==> config.mk <==
export PLATFORM = sky130hd
export DESIGN_NAME = vpo_powerup_cfg
export DESIGN_NICKNAME = d
export VERILOG_FILES = /design/src/vpo_pkg.sv /design/src/vpo_tmr_if.sv /design/src/vpo_fail_timer.sv /design/src/vpo_powerup_cfg.sv
export SDC_FILE = /design/constraint.sdc
export NUM_CORES = 1
export LEC_CHECK = 0
export ABC_AREA = 1
export BUFFER_PORTS_ARGS = -buffer_cell sky130_fd_sc_hd__clkbuf_2
export CAP_MARGIN = 20
export CORE_MARGIN = 2
export CORE_UTILIZATION = 50
export CTS_CLUSTER_SIZE = 14
export DETAILED_ROUTE_END_ITERATION = 8
export PLACE_DENSITY = 0.79
export SLEW_MARGIN = 20
export SYNTH_ARGS = -nofsm -noshare
export SYNTH_HDL_FRONTEND = slang
export SYNTH_SLANG_ARGS = --single-unit
==> constraint.sdc <==
create_clock -name clk -period 1.7 [get_ports clk]
set_input_delay 0.34 -clock clk [delete_from_list [all_inputs] [get_ports clk]]
set_output_delay 0.34 -clock clk [all_outputs]
set_load 0.02 [all_outputs]
==> src/vpo_pkg.sv <==
// Shared constants and types for the power-up option loader
`default_nettype none
package vpo_pkg;
    // Strap positions on the data lines
    localparam int unsigned STRAP_W = 4;
    localparam int unsigned STRAP_FAIL_EN = 0;
    localparam int unsigned STRAP_AUTOCLR = 1;
    localparam int unsigned STRAP_ASID = 2;
    localparam int unsigned STRAP_GSID = 3;
    // Geographic address and base address widths
    localparam int unsigned GA_W = 5;
    // Reset values of control state
    localparam logic [STRAP_W-1:0] STRAP_RST = 4'h0;
    localparam logic [GA_W-1:0] BASE_RST = 5'h00;
    localparam logic [GA_W-1:0] GA_ALL_HIGH = 5'h1f;
    // Auto clear delay of the slot-ID fail bit
    localparam int unsigned AUTOCLR_TIME_US = 1000;
    localparam int unsigned CLK_FREQ_MHZ = 25;
    localparam int unsigned AUTOCLR_CYCLES = AUTOCLR_TIME_US * CLK_FREQ_MHZ;
    // Base address assignment method
    typedef enum logic [1:0] {
        VPO_MODE_DISABLED,
        VPO_MODE_GEO,
        VPO_MODE_AUTO,
        VPO_MODE_ILLEGAL
    } vpo_mode_e;
endpackage
`default_nettype wire

==> src/vpo_tmr_if.sv <==
// Carrier between the loader and its auto clear timer
`timescale 1ns/100ps
`default_nettype none
interface vpo_tmr_if;
    logic start;
    logic cancel;
    logic done;
    logic busy;
    modport ctrl (output start, output cancel, input done, input busy);
    modport timer (input start, input cancel, output done, output busy);
endinterface
`default_nettype wire
==> src/vpo_fail_timer.sv <==
// One-shot delay timer for the slot-ID fail auto clear
`timescale 1ns/100ps
`default_nettype none
module vpo_fail_timer #(
    parameter int unsigned CYCLES = vpo_pkg::AUTOCLR_CYCLES
) (
    input wire logic clk, // System clock
    input wire logic rst_n, // Synchronised reset, active low
    vpo_tmr_if.timer tmr // Start, cancel and done
);
    import vpo_pkg::*;

    localparam int unsigned CW = $clog2(CYCLES + 1);
    localparam logic [CW-1:0] LAST = CW'(CYCLES - 1);

    logic [CW-1:0] count_reg;
    logic run_reg;
    logic done_reg;

    // Count from start; done pulses CYCLES cycles after start
    always_ff @(posedge clk or negedge rst_n)
    begin
        if (!rst_n)
        begin
            count_reg <= '0;
            run_reg <= 1'b0;
            done_reg <= 1'b0;
        end
        else if (tmr.cancel)
        begin
            count_reg <= '0;
            run_reg <= 1'b0;
            done_reg <= 1'b0;
        end
        else if (tmr.start)
        begin
            count_reg <= '0;
            run_reg <= 1'b1;
            done_reg <= 1'b0;
        end
        else if (run_reg && count_reg == LAST)
        begin
            run_reg <= 1'b0;
            done_reg <= 1'b1;
        end
        else
        begin
            count_reg <= run_reg ? count_reg + 1'b1 : count_reg;
            done_reg <= 1'b0;
        end
    end

    assign tmr.done = done_reg;
    assign tmr.busy = run_reg;
endmodule
`default_nettype wire

==> src/vpo_powerup_cfg.sv <==
// Backplane power-up option loader, fail logic and system controller select
`timescale 1ns/100ps
`default_nettype none
module vpo_powerup_cfg #(
    parameter int unsigned AUTOCLR_CYCLES = vpo_pkg::AUTOCLR_CYCLES
) (
    input wire logic clk, // 25 MHz system clock
    input wire logic nrst, // Asynchronous reset, active low
    input wire logic power_up_reset_in_n, // Power-up reset, active low
    input wire logic backplane_sys_reset_in_n, // Backplane system reset, active low
    input wire logic [vpo_pkg::STRAP_W-1:0] strap_data, // Data lines 3..0
    input wire logic [vpo_pkg::GA_W-1:0] geo_addr_n, // Geographic address pins
    input wire logic syscon_enable_strap_n, // Role enable strap
    input wire logic syscon_disable_strap_n, // Role disable strap
    input wire logic grant3_daisy_in_n, // Bus grant 3 daisy input
    input wire logic board_fail_n, // External board fail, active low
    input wire logic slot_id_fail_wr, // Write strobe slot fail bit
    input wire logic slot_id_fail_wdata, // Value for slot fail bit
    input wire logic board_fail_sw_wr, // Write strobe board fail bit
    input wire logic board_fail_sw_wdata, // Value for board fail bit
    input wire logic fail_enable_wr, // Write strobe fail enable bit
    input wire logic fail_enable_wdata, // Value for fail enable bit
    input wire logic fail_enable_set_bit, // Pulse, sets fail enable
    input wire logic fail_enable_clear_bit, // Pulse, clears fail enable
    input wire logic cfg_enable_wr, // Write strobe space enable
    input wire logic cfg_enable_wdata, // Value for space enable
    input wire logic cfg_base_wr, // Write strobe base bits
    input wire logic [vpo_pkg::GA_W-1:0] cfg_base_wdata, // Value for base bits
    input wire logic irq2_ack, // Pulse, level-two request acknowledged
    output logic transceiver_enable_n, // Data transceiver enable, active low
    output logic system_fail_out, // System fail drive
    output logic slot_id_fail_bit, // Slot-ID fail state
    output logic fail_enable_bit, // Fail enable state
    output logic board_fail_sw_bit, // Software board fail state
    output logic board_fail_ind, // Board fail indication
    output logic cfg_space_attr, // Configuration space enable
    output logic [vpo_pkg::GA_W-1:0] cfg_base_addr_bits, // Base address bits 7..3
    output logic cfg_decode_zero, // Decode configuration space at zero
    output logic irq2_request, // Level-two interrupt request
    output logic auto_slot_id_mode, // Auto slot ID selected
    output logic cfg_error, // Illegal strap combination
    output logic system_controller_role, // Role enabled
    output logic syscon_strap_err, // Both role straps low
    output logic straps_latched // Straps captured
);
    import vpo_pkg::*;

    // Method chosen from straps and geographic pins
    function automatic vpo_mode_e decode_mode(input logic [STRAP_W-1:0] s,
                                              input logic ga_high);
        vpo_mode_e m;
        m = VPO_MODE_DISABLED;
        case ({s[STRAP_GSID], s[STRAP_ASID]})
            2'b00: m = VPO_MODE_DISABLED;
            2'b01: m = s[STRAP_FAIL_EN] ? VPO_MODE_ILLEGAL : VPO_MODE_AUTO;
            2'b10: m = VPO_MODE_GEO;
            2'b11:
            begin
                if (s[STRAP_FAIL_EN])
                    m = VPO_MODE_ILLEGAL;
                else
                    m = ga_high ? VPO_MODE_AUTO : VPO_MODE_GEO;
            end
            default: m = VPO_MODE_DISABLED;
        endcase
        return m;
    endfunction

    logic rst_meta_reg;
    logic rst_n;
    logic pur_prev_reg;
    logic srst_prev_reg;
    logic latch_pulse_reg;
    logic [STRAP_W-1:0] straps_reg;
    logic [GA_W-1:0] ga_reg;
    vpo_mode_e mode_reg;
    logic base_programmed_reg;
    logic pur_rise;
    logic srst_active;
    logic srst_release;
    logic apply_defaults;
    logic reset_done;
    logic is_auto;
    logic slot_fail_default;
    logic fail_en_default;
    logic cfg_en_default;
    logic [GA_W-1:0] base_default;
    vpo_tmr_if tmr ();

    // Reset release through two flip-flops
    always_ff @(posedge clk or negedge nrst)
    begin
        if (!nrst)
        begin
            rst_meta_reg <= 1'b0;
            rst_n <= 1'b0;
        end
        else
        begin
            rst_meta_reg <= 1'b1;
            rst_n <= rst_meta_reg;
        end
    end

    // Edge history of both reset inputs
    always_ff @(posedge clk or negedge rst_n)
    begin
        if (!rst_n)
        begin
            pur_prev_reg <= 1'b0;
            srst_prev_reg <= 1'b0;
            latch_pulse_reg <= 1'b0;
        end
        else
        begin
            pur_prev_reg <= power_up_reset_in_n;
            srst_prev_reg <= backplane_sys_reset_in_n;
            latch_pulse_reg <= pur_rise;
        end
    end

    assign pur_rise = power_up_reset_in_n & ~pur_prev_reg;
    assign srst_active = ~backplane_sys_reset_in_n & straps_latched;
    assign srst_release = backplane_sys_reset_in_n & ~srst_prev_reg & straps_latched;
    // Defaults applied after the latch and while system reset is held
    assign apply_defaults = latch_pulse_reg | srst_active;
    // End of a reset, the point the auto slot ID sequence starts from
    assign reset_done = latch_pulse_reg | srst_release;

    // Strap capture on the power-up reset rising edge only
    always_ff @(posedge clk or negedge rst_n)
    begin
        if (!rst_n)
        begin
            straps_reg <= STRAP_RST;
            ga_reg <= GA_ALL_HIGH;
            mode_reg <= VPO_MODE_DISABLED;
            straps_latched <= 1'b0;
        end
        else if (!power_up_reset_in_n)
        begin
            straps_latched <= 1'b0;
        end
        else if (pur_rise && !straps_latched)
        begin
            straps_reg <= strap_data;
            ga_reg <= geo_addr_n;
            mode_reg <= decode_mode(strap_data, geo_addr_n == GA_ALL_HIGH);
            straps_latched <= 1'b1;
        end
    end

    // Transceivers off while power-up reset holds the straps
    always_ff @(posedge clk or negedge rst_n)
    begin
        if (!rst_n)
            transceiver_enable_n <= 1'b1;
        else
            transceiver_enable_n <= ~(power_up_reset_in_n & (straps_latched | pur_rise));
    end

    // System controller role decode
    always_ff @(posedge clk or negedge rst_n)
    begin
        if (!rst_n)
        begin
            system_controller_role <= 1'b0;
            syscon_strap_err <= 1'b0;
        end
        else if (pur_rise && !straps_latched)
        begin
            case ({syscon_enable_strap_n, syscon_disable_strap_n})
                2'b01: system_controller_role <= 1'b1;
                2'b10: system_controller_role <= 1'b0;
                2'b11: system_controller_role <= ~grant3_daisy_in_n;
                default: system_controller_role <= 1'b0;
            endcase
            syscon_strap_err <= ~syscon_enable_strap_n & ~syscon_disable_strap_n;
        end
    end

    // Default values implied by the latched method
    assign is_auto = (mode_reg == VPO_MODE_AUTO);
    assign slot_fail_default = is_auto;
    assign fail_en_default = straps_reg[STRAP_FAIL_EN] &
                             (mode_reg == VPO_MODE_DISABLED || mode_reg == VPO_MODE_GEO);
    assign cfg_en_default = straps_reg[STRAP_GSID] & (mode_reg == VPO_MODE_GEO);
    assign base_default = straps_reg[STRAP_GSID] ? ~ga_reg : BASE_RST;

    // Configuration space enable and base bits
    always_ff @(posedge clk or negedge rst_n)
    begin
        if (!rst_n)
        begin
            cfg_space_attr <= 1'b0;
            cfg_base_addr_bits <= BASE_RST;
            base_programmed_reg <= 1'b0;
        end
        else if (apply_defaults)
        begin
            cfg_space_attr <= cfg_en_default;
            cfg_base_addr_bits <= base_default;
            base_programmed_reg <= 1'b0;
        end
        else
        begin
            if (cfg_enable_wr)
                cfg_space_attr <= cfg_enable_wdata;
            if (cfg_base_wr)
            begin
                cfg_base_addr_bits <= cfg_base_wdata;
                base_programmed_reg <= 1'b1;
            end
        end
    end

    // Auto clear timer runs from the end of reset in auto clear modes
    assign tmr.start = reset_done & is_auto & straps_reg[STRAP_AUTOCLR];
    assign tmr.cancel = srst_active | slot_id_fail_wr;

    vpo_fail_timer #(
        .CYCLES(AUTOCLR_CYCLES)
    ) u_timer (
        .clk(clk),
        .rst_n(rst_n),
        .tmr(tmr)
    );

    // Slot-ID fail bit; the reset set wins over any clear
    always_ff @(posedge clk or negedge rst_n)
    begin
        if (!rst_n)
            slot_id_fail_bit <= 1'b0;
        else if (apply_defaults)
            slot_id_fail_bit <= slot_fail_default;
        else if (slot_id_fail_wr)
            slot_id_fail_bit <= slot_id_fail_wdata;
        else if (tmr.done)
            slot_id_fail_bit <= 1'b0;
    end

    // Fail enable, one state behind three views; set beats clear
    always_ff @(posedge clk or negedge rst_n)
    begin
        if (!rst_n)
            fail_enable_bit <= 1'b0;
        else if (apply_defaults)
            fail_enable_bit <= fail_en_default;
        else if (fail_enable_set_bit)
            fail_enable_bit <= 1'b1;
        else if (fail_enable_clear_bit)
            fail_enable_bit <= 1'b0;
        else if (fail_enable_wr)
            fail_enable_bit <= fail_enable_wdata;
    end

    // Software board fail bit, cleared by reset
    always_ff @(posedge clk or negedge rst_n)
    begin
        if (!rst_n)
            board_fail_sw_bit <= 1'b0;
        else if (apply_defaults)
            board_fail_sw_bit <= 1'b0;
        else if (board_fail_sw_wr)
            board_fail_sw_bit <= board_fail_sw_wdata;
    end

    // Board fail indication and system fail drive
    always_ff @(posedge clk or negedge rst_n)
    begin
        if (!rst_n)
        begin
            board_fail_ind <= 1'b0;
            system_fail_out <= 1'b0;
        end
        else
        begin
            board_fail_ind <= board_fail_sw_bit | ~board_fail_n;
            system_fail_out <= slot_id_fail_bit |
                               (fail_enable_bit & board_fail_ind);
        end
    end

    // Level-two request after reset; a new reset wins over acknowledge
    always_ff @(posedge clk or negedge rst_n)
    begin
        if (!rst_n)
            irq2_request <= 1'b0;
        else if (srst_active)
            irq2_request <= 1'b0;
        else if (reset_done && is_auto)
            irq2_request <= 1'b1;
        else if (irq2_ack || cfg_base_wr)
            irq2_request <= 1'b0;
    end

    // Mode status and zero-address decode before the base is assigned
    always_ff @(posedge clk or negedge rst_n)
    begin
        if (!rst_n)
        begin
            auto_slot_id_mode <= 1'b0;
            cfg_error <= 1'b0;
            cfg_decode_zero <= 1'b0;
        end
        else
        begin
            auto_slot_id_mode <= straps_latched & is_auto;
            cfg_error <= straps_latched & (mode_reg == VPO_MODE_ILLEGAL);
            cfg_decode_zero <= straps_latched & is_auto &
                               (apply_defaults | ~base_programmed_reg);
        end
    end
endmodule
`default_nettype wire

=== After elaboration in Yosys (flattened, before gate mapping) ===
Cells that the tools add are included.

* Word-level logic and storage cells: 125
* Bits in registers: 53
* RAM bits: 0
* Latch bits: 0
* Output and inout port bits: 19
* Bits in read-only memories: 0
* Memories kept: 0

* $lt $le $gt $ge: 0
* Divide/modulo/power cells: 0
* Bitwise operators: 31
* $mul: 0
* Shift-type cells: 0
* Reduce and logical (&&, ||, !) cells: 18
* $add $sub $neg: 1
* Equality and inequality tests: 12
* Mux-type cells: 36

{| class="wikitable"
|+ Operator list
! operator !! number
|-
| 15-bit two-way mux || 4
|-
| 1-bit two-way mux || 25
|-
| 15-bit by 1-bit adder with 15-bit output (second input constant) || 1
|-
| 15-bit == test (second input constant) || 1
|-
| 5-bit two-way mux || 3
|-
| 1-bit bitwise AND || 14
|-
| 3-bit nonzero test || 4
|-
| 2-bit == test (second input constant) || 5
|-
| 1-bit inverter || 9
|-
| 2-bit one-hot mux with 4 select lines || 1
|-
| 1-bit bitwise OR || 7
|-
| 2-bit by 1-bit == test with 1-bit output (second input constant) || 3
|-
| 2-bit nonzero test || 3
|-
| 5-bit == test (second input constant) || 1
|-
| 5-bit inverter || 1
|-
| 2-bit logical NOT || 2
|-
| 2-bit two-way mux || 2
|-
| 2-bit AND reduction || 2
|-
| 4-bit nonzero test || 1
|-
| 1-bit logical AND || 3
|-
| 3-bit != test (second input constant) || 1
|-
| 1-bit logical OR || 2
|-
| 2-bit by 1-bit != test with 1-bit output (second input constant) || 1
|-
| 1-bit one-hot mux with 2 select lines || 1
|-
| 1-bit logical NOT || 1
|}

=== Depth between registers and ports, before layout ===
Gate-level depths: netlist (run 1).

* Word-level depth: 8
* Mapped depth: 11
* Mapped depth without buffers: 11

=== Modules after synthesis ===
A second synthesis (run 1) with hierarchy kept.

* Cell total of the unflattened synthesis: 346
* Area, all modules: 2707.6 um^2

{| class="wikitable"
|+ Modules (own cells, without submodules)
! module !! times used !! cells each !! area an instance (um^2) !! sequential area each (um^2)
|-
| vpo_powerup_cfg || 1 || 177 || 1526.5 || 883.3
|-
| vpo_fail_timer || 1 || 169 || 1181.1 || 425.4
|}

=== Worst setup path after synthesis (run 1) ===
Ideal clock, no wire load.

* Path type: register to register
* From: reg u_timer.count_reg[0]
* To: reg u_timer.count_reg[4]
* Cell stages (with the launch flop): 12
* Setup time: 118 ps
* Arrival time: 1303 ps
* Setup slack: 280 ps
* Path buffers: 0
* Cells stage by stage: dfrtp_1 > ha_1 > nand2_2 > clkinv_2 > nand2_1 > nor2_2 > nand2_2 > nand2_4 > nand2_8 > inv_6 > nand2_1 > nand2_1

* Word-level cells in the longest chain between the ends: 5

{| class="wikitable"
|+ Ends and longest elaborated chain
! element !! line !! text
|-
| start, declared || vpo_fail_timer.sv:16 || <nowiki>logic [CW-1:0] count_reg;</nowiki>
|-
| start signal, assigned || vpo_fail_timer.sv:48 || <nowiki>count_reg <= run_reg ? count_reg + 1'b1 : count_reg;</nowiki>
|-
| 15-bit by 1-bit adder with 15-bit output || vpo_fail_timer.sv:48 ||
|-
| 15-bit two-way mux || vpo_fail_timer.sv:48 ||
|-
| 15-bit two-way mux || vpo_fail_timer.sv:41 || <nowiki>else if (run_reg && count_reg == LAST)</nowiki>
|-
| 15-bit two-way mux || vpo_fail_timer.sv:35 || <nowiki>else if (tmr.start)</nowiki>
|-
| 15-bit two-way mux || vpo_fail_timer.sv:29 || <nowiki>else if (tmr.cancel)</nowiki>
|}

Parallel ways exist; a longest one is shown, timed or not. The select of a mux whose other input is x is not followed.
A chain may end at the register's enable or synchronous reset.

=== Final worst setup path (run 1) ===
* From: reg u_timer.count_reg[1]
* To: reg u_timer.count_reg[0]

* Word-level cells in the longest chain between the ends: 4

{| class="wikitable"
|+ Ends and longest elaborated chain
! element !! line
|-
| 15-bit == test || vpo_fail_timer.sv:41
|-
| 1-bit logical AND || vpo_fail_timer.sv:41
|-
| 3-bit != test (no line) || -
|-
| 2-bit AND reduction (no line) || -
|}

Every way passes these cells.

==> results of run 1 <==
## report_power, final
part           switching (mW)  total (mW)  internal (mW)
Clock                   0.412       0.706          0.294
Combinational           0.295       0.451          0.156
Sequential             0.0731        1.44           1.37
Total                   0.781        2.60           1.82
## kinds of logic (layout without fill, tap and decap cells)
kind of cell	after synthesis	after routing	synth area share
fa+ha+maj	1	1	0.004868
xor+xnor	1	1	0.003409
other cells	1	1	0.001459
buf+inv	51	115	0.07886
flops	52	52	0.5092
compound gates	36	36	0.07692
simple gates	178	178	0.3252
## repair_timing
item / 4_1_cts / 5_1_grt
buffers inserted: 0 / 2
hold endpoints to repair: 2 / 0
resized for setup: 0 / 2
hold buffers: 1 / 0
setup endpoints to repair: 0 / 6
## layer usage
metal | track usage | vias up
met5 | 0 | -
met4 | 0.04873 | 0
met2 | 0.3527 | 69
met3 | 0.05423 | 7
met1 | 0.2627 | 1014
li1 | - | 1143
## per-stage QoR
stage	cells	hold slack, ns
after floorplan	320	0.04441
after global placement	443	0.1297
after detailed placement	443	0.1298
after CTS	452	0.1527
after global routing	454	0.1527
final	454	0.1613
## final cells by class
type	instances	share of cell area
repair buffers	59	0.1035
flip-flops and latches	52	0.4300
multi-input cells	217	0.3474
inverters	48	0.06201
well taps	70	0.02875
clock buffers	6	0.02382
clock inverters	2	0.004517
## worst register-to-register path: cells and delay by family (launching register included)
kind | cells | cell delay, ns
and+or+nand+nor | 7 | 0.69
DFF | 1 | 0.40
adders and majority gates | 1 | 0.21
buffers and inverters | 1 | 0.08
AOI/OAI and AO/OA | 1 | 0.07
## cells in the final DEF (no fill, tap or decap), drive strengths merged, types with 7 or more instances in the layout
cell,Yosys,routed
nor2,48,48
a21oi,8,8
inv,45,46
nand2,86,86
nand3,27,27
dfrtp,46,46
clkbuf,1,58
nor3,9,9
o21ai,21,21
nand4,7,7
## Yosys cell counts
cell type | n | area (um2)
inv_1 | 40 | 150.1
nor2_2 | 10 | 62.56
clkinv_1 | 2 | 7.510
nand2_1 | 78 | 292.8
inv_2 | 4 | 15.01
nor2_4 | 3 | 33.78
o21bai_1 | 1 | 7.510
o31ai_1 | 2 | 15.01
a21oi_1 | 8 | 40.04
a31oi_1 | 1 | 6.260
nor3_1 | 9 | 45.04
o21ai_1 | 4 | 20.02
nand2_4 | 2 | 22.52
buf_2 | 1 | 5.000
xor2_1 | 1 | 8.760
inv_6 | 1 | 8.760
conb_1 | 1 | 3.750
nand3b_1 | 1 | 7.510
clkbuf_1 | 1 | 3.750
o311ai_0 | 1 | 8.760
nand4_1 | 7 | 43.79
nand2_8 | 1 | 20.02
nand3_2 | 2 | 20.02
nand3_1 | 25 | 125.1
clkinv_2 | 1 | 5.000
buf_4 | 1 | 7.510
ha_1 | 1 | 12.51
dfstp_2 | 6 | 157.7
dfrtp_1 | 46 | 1151
a21o_1 | 2 | 15.01
nand2_2 | 5 | 31.28
nor2_1 | 35 | 131.4
o21ai_0 | 17 | 85.08
## final timing paths
check | depth (start not counted) | to | slack (ns) | from
min in group asynchronous | 1 | syscon_strap_err$_DFFE_PN0P_ | 0.24 | rst_n$_DFF_PN0_
max in group asynchronous | 1 | u_timer.count_reg[12]$_DFFE_PN0P_ | 1.15 | rst_n$_DFF_PN0_
worst min-delay path | 1 | pur_prev_reg$_DFF_PN0_ | 0.16 | power_up_reset_in_n
worst max register to register | 10 | u_timer.count_reg[0]$_DFFE_PN0P_ | 0.17 | u_timer.count_reg[1]$_DFFE_PN0P_
worst min register to register | 1 | syscon_strap_err$_DFFE_PN0P_ | 0.24 | rst_n$_DFF_PN0_
worst max-delay path | 10 | u_timer.count_reg[0]$_DFFE_PN0P_ | 0.17 | u_timer.count_reg[1]$_DFFE_PN0P_
==> summary.md, run 1 <==
| Metric | Value |
|---|---|
| Die area | `5730 um2` |
| Largest stage delay on the critical path | `0.40 ns` |
| Max H-tree Level | `2` |
| Max-slew violation count | `0` |
| Post-Syn Nets | `355` |
| Number of buffers created by CTS | `5` |
| Crit end category | `flip-flop` |
| I/O Pins | `53` |
| Worst-path clk slew | `0.09 ns` |
| Vias | `2,233` |
| GP Congestion | `between 0.8 and 0.9` |
| Setup_tns | `0 ns` |
| Row Count | `26` |
| Maximum VDD drop | `492.8 uV` |
| Share of cells above drive strength 1 | `0.2630` |
| Final core utilization | `0.6042` |
| Mapped Area | `2570 um2` |
| Post-synthesis sequential area ratio | `0.5093` |
| TritonCTS clock tree | `done` |
| Hold Vio Cnt, Final | `0` |
| Detail Route Antenna Nets | `0` |
| Fin crit share | `0.8997` |
| RSZ-0062 raised after global routing | `false` |
| Die X | `75.70 um` |
| Cell area after placement | `around 3000 um2` |
| First drt pass iteration count | `6` |
| Clock latency on the worst-skew pair | `0.31 ns` |
| Cells along the critical path | `ha_1 > nand2_2 > clkinv_2 > nand2_1 > nor2_2 > nand2_2 > nand2_4 > nor2_4 > nand2_1 > o21ai_1` |
| Fillers | `456` |
| Tightest Hold Check Type | `in2reg` |
| DRC Markers | `0` |
| Synthesis Warnings | `0` |
| Worst EP arrival | `~1.8 ns` |
| Routed wire length | `5.415 mm` |
| Status | `complete, no violations` |
| Post-layout instance area | `just over 3000 um2` |
| Layout area overhead | `18.55%` |
| Avg Synthesized Cell Area | `8.031 um2` |
| Cells after synthesis | `320` |
| Pre-CTS setup slack | `0.1403 ns` |
| Met3 WL | `342 um` |
| Avg WL per Cell | `11.93 um` |
| IO Port Bufs | `52` |
| GRT Overall Usage | `0.2063` |
| Core box area | `5042 um2` |
| Initial Util | `0.5097` |
| Vias in the first global route | `2,061` |
| Netlist cell types | `33` |
| ANT cells | `0` |
| # clock sinks | `52` |
| DR vias/cell | `4.919` |
| Buffer and inverter count on the worst path | `1` |
| Cell Pwr Density | `853.7 nW/um2` |
| Final min period | `1.529 ns` |
| DRT met1 WL | `2.432 mm` |
| WL met2 | `about 2.6 mm` |
| Layout Nets | `around 420` |
| Die height | `between 70 and 80 um` |
| Initial DRC Count | `102` |
| Slowest cell on crit path | `dfrtp_1` |
| Global-route wire length before repair | `9.011 mm` |
| Design Power | `2.601 mW` |
| Crit-path max FO | `7` |
| Register bit total from synthesis | `52` |
| Leak pwr | `1.592 nW` |
| CP Class | `reg2reg` |
| Reg area | `1310 um2` |
| Delay-heaviest family, CP | `simple AND/OR/NAND/NOR gates` |
| Initial antenna violation count | `0` |
| Top achievable clock speed | `0.6538 GHz` |
| Req. time, crit path | `1.94 ns` |
| Setup ws final | `0.1705 ns` |
| Worst-case clock buffer depth | `2` |
| Area of the multi-input gates | `1059 um2` |
| Largest net degree at the start of global routing | `30` |
| Max-Cap Viols | `0` |
| Final setup vio count | `0` |
| Max reg flops | `15` |
| Clock Tree Root | `clkbuf_8` |
| Post-DP HPWL | `4.197 mm` |
| Startpoint Class | `flip-flop` |
| Final Skew | `0.009745 ns` |
| Remaining Overflow, GRT | `0` |
| Uppermost layer routed | `met4` |
No activity file was read; power rests on OpenSTA's default activity.
==> inputs of run 2 (changes only) <==
--- a/config.mk
+++ b/config.mk
@@ -5,14 +5,15 @@
 export SDC_FILE = /design/constraint.sdc
 export NUM_CORES = 1
 export LEC_CHECK = 0
-export ABC_AREA = 1
 export BUFFER_PORTS_ARGS = -buffer_cell sky130_fd_sc_hd__clkbuf_2
 export CAP_MARGIN = 20
+export CELL_PAD_IN_SITES_DETAIL_PLACEMENT = 1
+export CELL_PAD_IN_SITES_GLOBAL_PLACEMENT = 1
 export CORE_MARGIN = 2
-export CORE_UTILIZATION = 50
+export CORE_UTILIZATION = 41
 export CTS_CLUSTER_SIZE = 14
 export DETAILED_ROUTE_END_ITERATION = 8
-export PLACE_DENSITY = 0.79
+export PLACE_DENSITY = 0.84
 export SLEW_MARGIN = 20
 export SYNTH_ARGS = -nofsm -noshare
 export SYNTH_HDL_FRONTEND = slang
==> summary.md, run 2 <==
| Metric | Value |
|---|---|
| Remaining Overflow, GRT | `0 (unchanged)` |
| # clock sinks | `52 (unchanged)` |
| GP Congestion | `0.8894 (+5.7%)` |
| Clk pwr share | `0.334 (+0.062)` |
| Clock Tree Root | `clkbuf_8` |
| Ys flop type | `dfrtp_1` |
| Share of cells above drive strength 1 | `0.3344 (+0.07143)` |
| Gate power share | `0.140 (-0.033)` |
| Initial DRC Count | `40 (-61%)` |
| Register bit total from synthesis | `52 (unchanged)` |
| Row Count | `27 (+3.8%)` |
| Post-DP HPWL | `4.475 mm (+6.6%)` |
| Mapped Area | `2293 um2 (-11%)` |
| Cells after synthesis | `222 (-31%)` |
| Placed instance count | `361 (-19%)` |
| Crit end category | `flip-flop` |
| Commonest cells in the netlist | `46 x dfrtp_1, 36 x nand2_1, 20 x nor2_1, 15 x o21ai_0` |
| Die height | `78.79 um (+4.1%)` |
| Netlist cell types | `41 (+24%)` |
| Die X | `78.79 um (+4.1%)` |
| Core box area | `5439 um2 (+7.9%)` |
| Worst-case clock buffer depth | `2 (unchanged)` |
| Worst EP arrival | `2.06 ns (+0.29 ns)` |
| Top achievable clock speed | `0.5361 GHz (-18%)` |
| RSZ-0062 raised after global routing | `true` |
| Maximum VDD drop | `533.5 uV (+8.2%)` |
| Avg Synthesized Cell Area | `10.33 um2 (+29%)` |
| Max reg flops | `15 (unchanged)` |
| Synth top area share | `0.5019 (+0.05400)` |
| ANT cells | `0 (unchanged)` |
| Slowest cell on crit path | `or4b_4` |
| I/O Pins | `53 (unchanged)` |
| IO Port Bufs | `52 (unchanged)` |
| Most instantiated library cell after synthesis | `dfrtp_1` |
| Initial Util | `0.4217 (-0.08801)` |
| Post-Syn Nets | `257 (-28%)` |
| Pre-CTS setup slack | `-0.1588 ns (-0.2991 ns)` |
| Leak pwr | `1.435 nW (-9.9%)` |
| Switching fraction of total power | `0.2666 (-0.03358)` |
| Vias | `1,902 (-15%)` |
| Synthesis Warnings | `0 (unchanged)` |
| Cells along the critical path | `or4b_4 > o41ai_4 > buf_6 > mux2i_1 > nor2_1` |
| DR vias/cell | `5.127 (+4.2%)` |
| Largest stage delay on the critical path | `0.56 ns (+0.16 ns)` |
| Layout area overhead | `28.15%` |
| Post-synthesis sequential area ratio | `0.5706 (+0.06140)` |
| Startpoint Class | `flip-flop` |
| Commonest cells after routing, fill and taps aside | `52 x clkbuf_2, 45 x dfrtp_1, 36 x nand2_1, 20 x nor2_1, 20 x buf_4` |
| Fillers | `644 (+41%)` |
| GRT Overall Usage | `0.2017 (-0.004619)` |
| Max H-tree Level | `2 (unchanged)` |
| Vias in the first global route | `2,049 (-0.58%)` |
| First drt pass iteration count | `4 (-2)` |
| Hold Vio Cnt, Final | `0 (unchanged)` |
| Status | `complete, but fails checks` |
| Clock latency on the worst-skew pair | `0.31 ns (about the same)` |
| Asr flop ratio synth | `1.000 (unchanged)` |
| P_sw | `720.7 uW (-7.7%)` |
| Cell Pwr Density | `919.7 nW/um2 (+7.7%)` |
| Final core utilization | `0.5404 (-0.06385)` |
| Final setup vio count | `7 (+7)` |
| TritonCTS clock tree | `done` |
| Avg WL per Cell | `15.82 um (+33%)` |
| Number of synthesized flops with an enable pin | `0 (unchanged)` |
| Die area | `6208 um2 (+8.3%)` |
| Final min period | `1.865 ns (+0.3359 ns)` |
| Tightest Hold Check Type | `reg2async` |
| Setup ws final | `-0.1654 ns (-0.3359 ns)` |
| DRC Markers | `0 (unchanged)` |
| Failing checks | `negative setup slack` |
| Initial antenna violation count | `0 (unchanged)` |
| CP Class | `reg2reg` |
| Routed wire length | `5.869 mm (+8.4%)` |
| Post-synth top area cell | `dfrtp_1` |
| Cell Count, Final, Fillers Out | `371 (-18%)` |
| Global-route wire length before repair | `9.673 mm (+7.3%)` |
| Layout Nets | `333 (-20%)` |
| Detail Route Antenna Nets | `0 (unchanged)` |
| Most common cell after layout, fill and taps aside | `clkbuf_2` |
| Fin crit share | `1.097 (+0.1976)` |
| Worst-path clk slew | `0.10 ns (about the same)` |
| Power share of the sequential group | `0.527 (-0.028)` |
| Max-Cap Viols | `0 (unchanged)` |
| Req. time, crit path | `1.89 ns (-0.05 ns)` |
| Number of buffers created by CTS | `5 (unchanged)` |
| Max-slew violation count | `0 (unchanged)` |
| Int Pwr | `1.983 mW (+8.9%)` |
| Crit-path max FO | `5 (-2)` |
| Largest net degree at the start of global routing | `44 (+47%)` |
| Ranking of synthesized cells by area | `dfrtp_1 50%, dfstp_2 6.9%, nand2_1 5.9%` |
| Final Skew | `0.01499 ns (+0.005249 ns)` |
-- run 2: cell types whose count changed in the layout (fill, tap and decap cells not counted), sizes merged, moves of 5 or more --
cell	delta
inv	-39
o21ai	-6
mux2i	+9
nor3	-6
nand3	-20
nand2	-50
xor2	+5
nor2	-28
buf	+17
-- run 2: area by class of cell --
type / instances / area [um2] / share of cell area
clock buffers: 6 / 82.58 / 0.02810
clock inverters: 2 / 38.79 / 0.01320
inverters: 7 / 26.28 / 0.008940
multi-input cells: 156 / 934.6 / 0.3180
flip-flops and latches: 52 / 1310 / 0.4457
well taps: 72 / 90.09 / 0.03065
repair buffers: 76 / 456.7 / 0.1554
-- run 2: what timing repair did --
| action | in CTS | in global routing |
|---|---|---|
| pin swaps | 5 | 1 |
| gates resized for setup | 5 | 0 |
| hold endpoints to repair | 2 | 0 |
| hold buffers | 1 | 0 |
| setup buffers | 0 | 0 |
| gates cloned | 1 | 0 |
| endpoints found under the setup margin | 8 | 8 |
-- run 2: metrics by stage --
stage | hold WS, ns | instance area, um2 | setup TNS [ns] | power (mW)
2_1_floorplan | 0.04441 | 2293 | -0.7103 | 1.656
3_3_place_gp | 0.1171 | 2793 | -0.3761 | 1.807
3_5_place_dp | 0.1213 | 2793 | -0.7440 | 1.826
4_1_cts | 0.1276 | 2939 | -0.8534 | 2.726
5_1_grt | 0.1375 | 2939 | -1.390 | 2.819
6_report | 0.1202 | 2939 | -0.8973 | 2.703
-- run 2: cell families (layout without fill, tap and decap cells) --
family | Yosys count | in the layout | synth area share
multiplexers | 9 | 9 | 0.03928
buffers and inverters | 14 | 91 | 0.02455
other | 1 | 1 | 0.001635
AND/OR/NAND/NOR | 103 | 103 | 0.2297
XOR/XNOR | 10 | 10 | 0.03819
adder cells (fa/ha/maj) | 1 | 1 | 0.005455
AO/OA/AOI/OAI | 32 | 32 | 0.09056
flip-flops | 52 | 52 | 0.5706
-- run 2: final timing paths --
check / start / to / slack [ns] / depth (start not counted)
worst max register to register: u_timer.count_reg[4]$_DFFE_PN0P_ / u_timer.count_reg[1]$_DFFE_PN0P_ / -0.17 / 5
worst min register to register: rst_n$_DFF_PN0_ / pur_prev_reg$_DFF_PN0_ / 0.12 / 0
worst min-delay path: rst_n$_DFF_PN0_ / pur_prev_reg$_DFF_PN0_ / 0.12 / 0
worst max-delay path: u_timer.count_reg[4]$_DFFE_PN0P_ / u_timer.count_reg[1]$_DFFE_PN0P_ / -0.17 / 5
max in group asynchronous: rst_n$_DFF_PN0_ / ga_reg[1]$_DFFE_PN1P_ / 1.03 / 1
min in group clk: power_up_reset_in_n / pur_prev_reg$_DFF_PN0_ / 0.15 / 1
-- run 2: worst max-delay path: cells and delay by family, from the launching register on --
| kind | cells | cell delay [ns] |
|---|---|---|
| AND/OR/NAND/NOR | 2 | 0.62 |
| AO/OA/AOI/OAI | 1 | 0.42 |
| buffers and inverters | 1 | 0.18 |
| multiplexers | 1 | 0.17 |
| flip-flops | 1 | 0.38 |
-- run 2: power groups by stage --
| stage | clock network [mW] | registers [mW] | logic [mW] |
|---|---|---|---|
| floorplan | 0 | 1.51 | 0.144 |
| global placement | 0 | 1.44 | 0.363 |
| detailed placement | 0 | 1.45 | 0.377 |
| CTS | 0.916 | 1.43 | 0.384 |
| global route | 0.959 | 1.44 | 0.422 |
| finish | 0.902 | 1.42 | 0.377 |
-- run 2: layer usage --
layer	GRT usage	vias up	share of wire
met1	0.2208	949	0.40
li1	-	917	-
met3	0.03523	4	0.026
met4	0.04561	0	0.0053
met5	0	-	0
met2	0.4000	32	0.57
